--- src/cgpd_defs.svh ---
// Purpose: constants for the clock gating and power-down block
// Assumes: 32-bit register port, byte offsets
// Notes: peripheral order is dma, pci, serial, timer, parallel io, codec link
`ifndef CGPD_DEFS_SVH
`define CGPD_DEFS_SVH
`define CGPD_NPERIPH 6
`define CGPD_OFS_GATE 8'h00
`define CGPD_OFS_CHIPCFG 8'h04
`define CGPD_OFS_CORECFG 8'h08
`define CGPD_OFS_STATUS 8'h0c
`define CGPD_GATE_EN_LSB 0
`define CGPD_GATE_RST_LSB 16
`define CGPD_GATE_RESET 32'h003f0000
`define CGPD_GATE_WMASK 32'h003f003f
`define CGPD_CORECFG_HALT_BIT 0
`define CGPD_CORECFG_RESET 32'h00000001
`define CGPD_CORECFG_WMASK 32'h00000001
`define CGPD_DIVSEL_LSB 0
`define CGPD_DIVSEL_LOW_RESET 1'b0
`endif

--- src/cgpd_pkg.sv ---
// Purpose: types for the clock gating and power-down block
// Assumes: none
// Notes: gray codes along run, sleep, wake
package cgpd_pkg;
	typedef enum logic [1:0] {
		CGPD_RUN = 2'b00,
		CGPD_SLEEP = 2'b01,
		CGPD_WAKE = 2'b11
	} cgpd_state_t;
endpackage

--- src/cgpd_top.sv ---
// Purpose: core low-power entry and exit, per-peripheral clock gating and module resets, divider strap capture
// Assumes: single 100 MHz clock; boot straps and interrupt request come from pins
// Notes: gated clocks are made with a latch-free low-phase enable register
// Notes on behaviour
// - upper two divider select bits load from straps on address pins 11 and 10.
// - wait instruction puts the core to halt or doze and stops execution.
// - core leaves halt or doze only on a taken interrupt exception.
// - halt-select bit in core configuration picks halt or doze.
// - dma, pci, serial, timer, parallel io and codec link clocks stop individually.
// - each peripheral clock has its own on/off bit.
// - each gateable module has its own reset bit, active while set.
// - module reset returns its registers to reset values.
//
// Added by the designer: the strobed register port and the placing of the registers.
`timescale 1ns/10ps
`include "cgpd_defs.svh"
module cgpd_top (
	input wire logic clock, // 100 MHz system clock
	input wire logic resetn, // asynchronous reset, active low
	input wire logic [7:0] addr, // register byte address
	input wire logic [31:0] wdata, // register write data
	input wire logic wr, // write strobe
	input wire logic rd, // read strobe
	output logic [31:0] rdata, // read data, one cycle after rd
	input wire logic [1:0] boot_addr_11_10, // strap pins address 11 and 10
	input wire logic wait_exec, // core executes wait instruction, one-cycle pulse
	input wire logic irq_exception, // interrupt exception request from pin
	output logic core_run, // core may execute instructions
	output logic core_halt, // core in halt state
	output logic core_doze, // core in doze state, snooping kept
	output logic [5:0] periph_clock, // gated peripheral clocks
	output logic [5:0] periph_resetn // peripheral module resets, active low
);
	localparam int N = `CGPD_NPERIPH;
	logic [31:0] peripheral_clock_gate_register;
	logic [31:0] core_config;
	logic [2:0] pci_clock_divider_select;
	logic [1:0] strap_s1, strap_s2;
	logic irq_s1, irq_s2;
	logic strap_taken;
	logic halt_sel;
	logic next_core_halt;
	logic next_core_doze;
	logic [N-1:0] gate_en;
	cgpd_pkg::cgpd_state_t state, next_state;

	// one write decode, shared by every writable register
	function automatic logic reg_write_hit(input logic strobe, input logic [7:0] a, input logic [7:0] ofs);
		return strobe && (a == ofs);
	endfunction

	// status word: live gate enables above the two sleep flags
	function automatic logic [31:0] status_word(input logic [5:0] en, input logic doze, input logic halt);
		return {24'h0, en, doze, halt};
	endfunction

	// strap flops have no reset, so they fill from the pins while resetn is low
	always_ff @(posedge clock) begin
		strap_s1 <= boot_addr_11_10;
		strap_s2 <= strap_s1;
	end

	// two-stage synchroniser for the interrupt pin
	always_ff @(posedge clock or negedge resetn) begin
		if (!resetn) begin
			irq_s1 <= 1'b0;
			irq_s2 <= 1'b0;
		end else begin
			irq_s1 <= irq_exception;
			irq_s2 <= irq_s1;
		end
	end

	// capture flag: set at the first edge after reset release
	always_ff @(posedge clock or negedge resetn) begin
		if (!resetn) begin
			strap_taken <= 1'b0;
		end else begin
			strap_taken <= 1'b1;
		end
	end

	// strap divider capture
	// later writes from software override the strap value
	always_ff @(posedge clock or negedge resetn) begin
		if (!resetn) begin
			pci_clock_divider_select <= 3'h0;
		end else if (!strap_taken) begin
			pci_clock_divider_select <= {strap_s2, `CGPD_DIVSEL_LOW_RESET};
		end else if (reg_write_hit(wr, addr, `CGPD_OFS_CHIPCFG)) begin
			pci_clock_divider_select <= wdata[`CGPD_DIVSEL_LSB +: 3];
		end
	end

	always_ff @(posedge clock or negedge resetn) begin
		if (!resetn) begin
			peripheral_clock_gate_register <= `CGPD_GATE_RESET;
		end else if (reg_write_hit(wr, addr, `CGPD_OFS_GATE)) begin
			peripheral_clock_gate_register <= wdata & `CGPD_GATE_WMASK;
		end
	end

	always_ff @(posedge clock or negedge resetn) begin
		if (!resetn) begin
			core_config <= `CGPD_CORECFG_RESET;
		end else if (reg_write_hit(wr, addr, `CGPD_OFS_CORECFG)) begin
			core_config <= wdata & `CGPD_CORECFG_WMASK;
		end
	end
	assign halt_sel = core_config[`CGPD_CORECFG_HALT_BIT];

	// wake lasts one cycle so that run restarts from a settled state
	// wait entry
	always_comb begin
		next_state = state;
		unique case (state)
			cgpd_pkg::CGPD_RUN: begin
				if (wait_exec && !irq_s2) begin
					next_state = cgpd_pkg::CGPD_SLEEP;
				end
			end
			cgpd_pkg::CGPD_SLEEP: begin
				if (irq_s2) begin
					next_state = cgpd_pkg::CGPD_WAKE;
				end
			end
			cgpd_pkg::CGPD_WAKE: begin
				next_state = cgpd_pkg::CGPD_RUN;
			end
			default: begin
				next_state = cgpd_pkg::CGPD_RUN;
			end
		endcase
	end

	// sleep flag next values: latched on entry, cleared on leaving sleep
	always_comb begin
		next_core_halt = core_halt;
		next_core_doze = core_doze;
		if (state == cgpd_pkg::CGPD_RUN && next_state == cgpd_pkg::CGPD_SLEEP) begin
			next_core_halt = halt_sel;
			next_core_doze = !halt_sel;
		end else if (next_state != cgpd_pkg::CGPD_SLEEP) begin
			next_core_halt = 1'b0;
			next_core_doze = 1'b0;
		end
	end

	always_ff @(posedge clock or negedge resetn) begin
		if (!resetn) begin
			state <= cgpd_pkg::CGPD_RUN;
		end else begin
			state <= next_state;
		end
	end

	always_ff @(posedge clock or negedge resetn) begin
		if (!resetn) begin
			core_halt <= 1'b0;
		end else begin
			core_halt <= next_core_halt;
		end
	end

	always_ff @(posedge clock or negedge resetn) begin
		if (!resetn) begin
			core_doze <= 1'b0;
		end else begin
			core_doze <= next_core_doze;
		end
	end
	assign core_run = (state == cgpd_pkg::CGPD_RUN);

	// enables move on the falling edge, so a gate change never cuts a high phase
	// low-phase enable update
	always_ff @(negedge clock or negedge resetn) begin
		if (!resetn) begin
			gate_en <= '0;
		end else begin
			gate_en <= peripheral_clock_gate_register[`CGPD_GATE_EN_LSB +: N];
		end
	end

	assign periph_clock = {N{clock}} & gate_en;
	// module resets also follow the chip reset
	// module reset held by its bit
	assign periph_resetn = ~peripheral_clock_gate_register[`CGPD_GATE_RST_LSB +: N] & {N{resetn}};

	// read data stands one cycle after rd, zero otherwise
	always_ff @(posedge clock or negedge resetn) begin
		if (!resetn) begin
			rdata <= 32'h0;
		end else if (rd) begin
			unique case (addr)
				`CGPD_OFS_GATE: begin
					rdata <= peripheral_clock_gate_register;
				end
				`CGPD_OFS_CHIPCFG: begin
					rdata <= {29'h0, pci_clock_divider_select};
				end
				`CGPD_OFS_CORECFG: begin
					rdata <= core_config;
				end
				`CGPD_OFS_STATUS: begin
					rdata <= status_word(gate_en, core_doze, core_halt);
				end
				default: begin
					rdata <= 32'h0;
				end
			endcase
		end else begin
			rdata <= 32'h0;
		end
	end
endmodule

--- config.mk ---
export PLATFORM = sky130hd
export DESIGN_NAME = cgpd_top
export DESIGN_NICKNAME = d
export VERILOG_FILES = /design/src/cgpd_pkg.sv /design/src/cgpd_top.sv
export VERILOG_INCLUDE_DIRS = /design/src
export SDC_FILE = /design/constraint.sdc
export NUM_CORES = 1
export LEC_CHECK = 0
export ABC_CLOCK_PERIOD_IN_PS = 2500
export BUFFER_PORTS_ARGS = -buffer_cell sky130_fd_sc_hd__buf_4
export CORE_UTILIZATION = 45
export CTS_CLUSTER_DIAMETER = 120
export DETAILED_ROUTE_END_ITERATION = 6
export PLACE_DENSITY = 0.76
export SYNTH_ARGS = -nofsm -noshare
export SYNTH_HDL_FRONTEND = slang
export SYNTH_SLANG_ARGS = --single-unit
--- constraint.sdc ---
create_clock -name clock -period 2.5 [get_ports clock]
set_input_delay 0.25 -clock clock [delete_from_list [all_inputs] [get_ports clock]]
set_output_delay 0.25 -clock clock [all_outputs]
set_load 0.01 [all_outputs]
# After elaboration in Yosys (flattened, before gate mapping)
# Index checks and enable logic that the tools add are counted.
# W data, S select, Z words.
# word_totals
register_bits,65
inputBits,48
output_inout_bits,47
elab_cells,43
# op_classes
eq_ne,7
n_mux,10
bitwise,3
reduce_logical,10
# op_table
operator,count
$pmux W22 S4,1
$mux W32,1
$eq A8 B4 Y1 const B,2
$and A6 B6 Y6,2
$eq A8 B3 Y1 const B,1
$logic_not A8 Y1,1
$mux W3,2
$not A6 Y6,1
$logic_and A1 B1 Y1,5
$eq A2 B1 Y1 const B,2
$mux W2,2
$ne A2 B1 Y1 const B,2
$pmux W2 S2,1
$mux W1,3
$logic_not A1 Y1,2
$logic_not A2 Y1,1
$reduce_bool A2 Y1,1

# Logic depth before layout (Yosys ltp)
# Gate-level depths: netlist of run 1.
# logic_depth
depth_word,7
depth_mapped,5

==> results of run 1 <==
Yosys cell counts, types with 2 or more instances:
cell type  number  area share
conb_1          2      0.0038
clkbuf_1        2      0.0038
and3_1          8       0.025
o221ai_1        2      0.0089
buf_4          18       0.068
dfrtp_1        30        0.38
nand4_1         2      0.0063
a22oi_1         6       0.023
dfxtp_1         4       0.041
inv_1           3      0.0057
and2_1          8       0.025
dfrtn_1         6       0.076
mux2_4         10       0.076
mux2_2          5       0.028
nand2_1         6       0.011
nor2_1         11       0.021
dfstp_2         7       0.093
nor2b_1         6       0.019
kinds of logic (layout without fill, tap and decap cells):
kind of cell    count (synthesis)  after routing  synth area share
compound gates                 10             10           0.03800
other cells                     2             19          0.003801
flops                          47             47            0.5896
buf+inv                        25             79           0.08613
simple gates                   51             51            0.1615
mux                            17             17            0.1210
power by group through the flow:
stage / clock network (mW) / logic (mW) / registers, mW
6_report: 0.817 / 0.177 / 0.839
5_1_grt: 0.871 / 0.198 / 0.845
4_1_cts: 0.828 / 0.179 / 0.839
3_5_place_dp: 0.0193 / 0.172 / 0.853
3_3_place_gp: 0.0193 / 0.167 / 0.852
2_1_floorplan: 0.00983 / 0.105 / 0.845
how the worst min path moves through the flow:
stage,from,to,slack [ps],depth (start not counted)
6_report,wdata[3],peripheral_clock_gate_register[3],60,2
5_1_grt,wdata[3],peripheral_clock_gate_register[3],60,2
4_1_cts,wdata[3],peripheral_clock_gate_register[3],60,2
3_5_place_dp,resetn,rdata[19],220,1
3_3_place_gp,resetn,rdata[19],210,1
2_1_floorplan,resetn,core_doze,-50,0
state kept, by name, indices dropped and copies added, names as in the netlist:
signal	cells
core_config	1
core_doze	1
core_halt	1
gate_en	6
irq_s1	1
irq_s2	1
pci_clock_divider_select	3
peripheral_clock_gate_register	12
rdata	14
state	2
strap_s1	2
strap_s2	2
strap_taken	1
worst max-delay path: stages (launching register included):
cell and delay, ps:
dfrtn_1 420, and2_4 150, buf_6 90
per-stage QoR:
stage	instance area, sq um	util	instances	hold WS (ps)
detailed placement	2379	0.5780	255	216.3
finish	2640	0.6415	273	64.40
global placement	2379	0.5780	255	213.8
CTS	2628	0.6385	273	57.06
global route	2640	0.6415	273	55.03
floorplan	2039	-	169	-45.59
routing by layer:
layer / up-vias / part of all wire / routed length (um) / GRT usage
li1: 619 / - / - / -
met1: 651 / 0.41 / 1551 / 0.2159
met2: 57 / 0.48 / 1819 / 0.2684
met3: 16 / 0.070 / 264 / 0.07333
met4: 0 / 0.037 / 141 / 0.1875
met5: - / 0 / 0 / 0
layout make-up:
class / count / area (sq um)
clock buffer: 17 / 209.0
clock inverter: 2 / 35.03
fill: 338 / 1475
inverter: 3 / 11.26
multi-input combinational: 97 / 719.4
sequential: 47 / 1165
tap: 50 / 62.56
timing repair buffer: 57 / 437.9
timing repair:
action,CTS,global route
buffers inserted,1,0
setup endpoints to repair,12,12
hold buffers,4,0
gates resized for setup,8,4
endpoints found under the hold margin,28,0
pin swaps,4,3
==> results.json, run 1 <==
{
  "status": "complete, but fails checks",
  "violations": "negative setup slack",
  "tns_ps": -400.1,
  "grt_pass1_vias": 1335,
  "initial_core_util": 0.4801,
  "p_leak_nw": 1.373,
  "ys_types": 34,
  "vias": 1343,
  "grt_max_degree": 36,
  "crit_end": "periph_clock[2]",
  "track_usage": 0.1907,
  "boundaryPins": 95,
  "yosysSeqAreaShare": 0.5896,
  "path_class": "flop to primary output",
  "cp.arrival_ps": 2340,
  "synthFlopType": "dfrtp_1",
  "grt_overflow": 0,
  "power_switching_uw": 447.4,
  "finalWorstSetupSlack_ps": -86.92,
  "ant_nets": 0,
  "synth_edf_count": 0,
  "drv_cap": 0,
  "vdd_drop_max_mv": 0.5639,
  "core_area_sq_mm": 0.004115,
  "cts_tree": "done",
  "rsz0062_at_grt": "true",
  "required_ps": 2250,
  "synth.avg_cell_area_sq_um": 13.00,
  "regToRegSetupSlack_ps": 330,
  "diodes": 0,
  "nNetsFinal": 269,
  "dieArea_sq_mm": 0.004659,
  "finalHoldViolations": 0,
  "p_int_mw": 1.386,
  "die_h_um": 68.26,
  "startpoint": "gate_en[2]",
  "r2r_end": "rdata[2]",
  "seq_power_share": 0.457,
  "worst_setup_path_start_kind": "flop",
  "synthCells": 152,
  "endpoint_kind": "primary output",
  "cp_max_fo": 2,
  "wl_per_cell_um": 13.83,
  "ys_seq_elements": 47,
  "route.detailed.drc": 0,
  "dpl.hpwl_um": 2503,
  "drtIter0Drc": 79,
  "power_frac_comb": 0.097,
  "finalSetupViolations": 12,
  "final_common_cell": "buf_4",
  "ys_async_sr_fraction": 0.9149,
  "p_total_mw": 1.833,
  "worstSkewPairLatency_ps": 420,
  "fp.dieW_um": 68.26,
  "swShare": 0.2441,
  "clk_pin_slew_worst_paths_ps": 90,
  "layout-drive-gt1-share": 0.4709,
  "post_drt_via_cell_ratio": 4.919,
  "layout_common_cells": "buf_4 (53), dfrtp_1 (30), conb_1 (19)",
  "r2r_start": "gate_en[0]",
  "syn-cell-area_sq_mm": 0.001976,
  "portBuffers": 56,
  "first_pass_iters": 4,
  "yosysWarnings": 0,
  "hp-class": "primary input to flop",
  "clock_power_share": 0.446,
  "slew_viol_final": 0,
  "routabilityCongestion": 0.7345,
  "std_cell_rows": 23,
  "grt_pass1_wl_um": 5989,
  "pre_cts_ws_ps": 350.4,
  "area_delta_synth_final_pct": 33.63,
  "wirelength_um": 3776,
  "powerDensity_mw_per_mm2": 694.3,
  "reg2regPathDepth": 3,
  "fin_worst_skew_ps": 20.12,
  "antenna_found_initial": 0
}
Note: power is estimated with default switching activity, not from simulation.
==> run 2: changes to the inputs <==
PLACE_DENSITY = 0.78   (was 0.76)
==> run 2 against run 1 <==
- the flow still finishes with violations (negative setup slack)
- combinational power grew 3%
- utilization shrank 0.061 points
- sequential share of layout area is essentially flat
- clock skew grew 2.0 ps
- register-to-register slack lost 120 ps
- first-iteration DRC count grew 57%
- total power shrank 7.8%
==> results.json, run 2 (synthesized netlist as in run 1, its figures left out) <==
{
  "layout-drive-gt1-share": 0.4758,
  "crit_end": "periph_clock[1]",
  "finalSetupViolations": 12,
  "std_cell_rows": 23,
  "endpoint_kind": "primary output",
  "cp.arrival_ps": 2330,
  "grt_overflow": 0,
  "layout_common_cells": "buf_4 (57), dfrtp_1 (30), conb_1 (19)",
  "slew_headroom": 0.6673,
  "core_area_sq_mm": 0.004115,
  "p_leak_nw": 1.374,
  "vdd_drop_max_mv": 0.3171,
  "initial_core_util": 0.4801,
  "die_h_um": 68.26,
  "post_drt_via_cell_ratio": 4.762,
  "first_pass_iters": 4,
  "place_inst": 255,
  "area_delta_synth_final_pct": 33.50,
  "route.detailed.drc": 0,
  "fin_util": 0.6409,
  "required_ps": 2250,
  "finalWorstSetupSlack_ps": -77.43,
  "boundaryPins": 95,
  "grt_max_degree": 31,
  "route.met2.wl_um": 1958,
  "startpoint": "gate_en[1]",
  "nNetsFinal": 273,
  "dieArea_sq_mm": 0.004659,
  "cp_max_fo": 2,
  "wl_met1_um": 1569,
  "portBuffers": 56,
  "track_usage": 0.1808,
  "regMostFlops": "rdata",
  "fp.dieW_um": 68.26,
  "largest_reg_flops": 14,
  "wl_per_cell_um": 13.88,
  "drv_cap": 0,
  "vias": 1319,
  "wirelength_um": 3846,
  "violations": "negative setup slack",
  "fin_cells": 277,
  "drtIter0Drc": 124,
  "hp-class": "primary input to flop",
  "status": "complete, but fails checks",
  "regToRegSetupSlack_ps": 210,
  "grt_pass1_wl_um": 5782,
  "powerDensity_mw_per_mm2": 640.9,
  "rsz0062_at_grt": "true",
  "worstSkewPairLatency_ps": 420,
  "highest_layer": "met4",
  "finalHoldViolations": 0,
  "cts_tree": "done",
  "fin_worst_skew_ps": 22.08,
  "ant_nets": 0,
  "antenna_found_initial": 0,
  "routabilityCongestion": 0.7213,
  "dpl.hpwl_um": 2577,
  "reg2regPathDepth": 4,
  "clk_pin_slew_worst_paths_ps": 90,
  "r2r_end": "rdata[2]",
  "holdWs_ps": 74.28,
  "biggestRegsByFlops": "rdata: 14 flops, peripheral_clock_gate_register: 12 flops, gate_en: 6 flops",
  "r2r_start": "gate_en[0]",
  "tns_ps": -366.1,
  "final_common_cell": "buf_4",
  "worst_setup_path_start_kind": "flop",
  "slew_viol_final": 0,
  "dr_wl_met3_um": 292,
  "grt_pass1_vias": 1310,
  "path_class": "flop to primary output",
  "tightest_slew_ps": 495.3,
  "diodes": 0
}
-- run 2: changes by cell type in the layout (fill, tap and decap cells not counted) --
cell,delta
buf_4,+4
bufinv_16,-1
clkbuf_1,+1
clkbuf_8,-1
clkinvlp_4,+1
-- run 2: how the worst min path moves through the flow --
stage | from | end | slack, ps | depth (start not counted)
after floorplan | resetn | core_doze | -50 | 0
after global routing | wdata[4] | peripheral_clock_gate_register[4] | 60 | 2
final | wdata[17] | peripheral_clock_gate_register[17] | 70 | 2
after CTS | wdata[17] | peripheral_clock_gate_register[17] | 60 | 2
after global placement | resetn | rdata[6] | 190 | 1
after detailed placement | resetn | rdata[6] | 190 | 1
-- run 2: layout make-up --
| type | instances | area (sq um) |
|---|---|---|
| inverter | 3 | 11.26 |
| tap | 50 | 62.56 |
| clock buffer | 17 | 198.9 |
| sequential | 47 | 1165 |
| timing repair buffer | 61 | 467.9 |
| fill | 323 | 1478 |
| multi-input combinational | 97 | 719.4 |
| clock inverter | 2 | 12.51 |
-- run 2: metrics by stage --
stage	instance area [sq um]	setup slack, ps	power (mW)
6_report	2638	-77.43	1.691
5_1_grt	2638	-115.1	1.778
4_1_cts	2623	-85.49	1.713
3_5_place_dp	2379	338.0	1.046
3_3_place_gp	2379	349.0	1.040
2_1_floorplan	2039	391.9	0.9592
-- run 2: worst max-delay path, stage by stage (launching register included) --
cell and delay, ps:
dfrtn_1 420, and2_4 150, buf_6 90
-- run 2: repair_timing --
action                                 CTS  global route
setup endpoints to repair               12            12
setup buffers                            3             2
hold buffers                             4             0
endpoints found under the hold margin   25             0
gates resized for setup                 12             0
pin swaps                                6             2
-- run 2: where the power goes --
part / leakage (nW) / internal (mW) / switching [mW]
sequential: 0.593 / 0.802 / 0.0359
clock: 0.134 / 0.361 / 0.308
combinational: 0.647 / 0.0968 / 0.0864
total: 1.37 / 1.26 / 0.430
-- run 2: routing by layer --
layer  up-vias  GRT usage
li1        636          -
met1       626     0.2051
met2        52     0.2782
met3         5    0.09167
met4         0    0.09115
met5         -          0
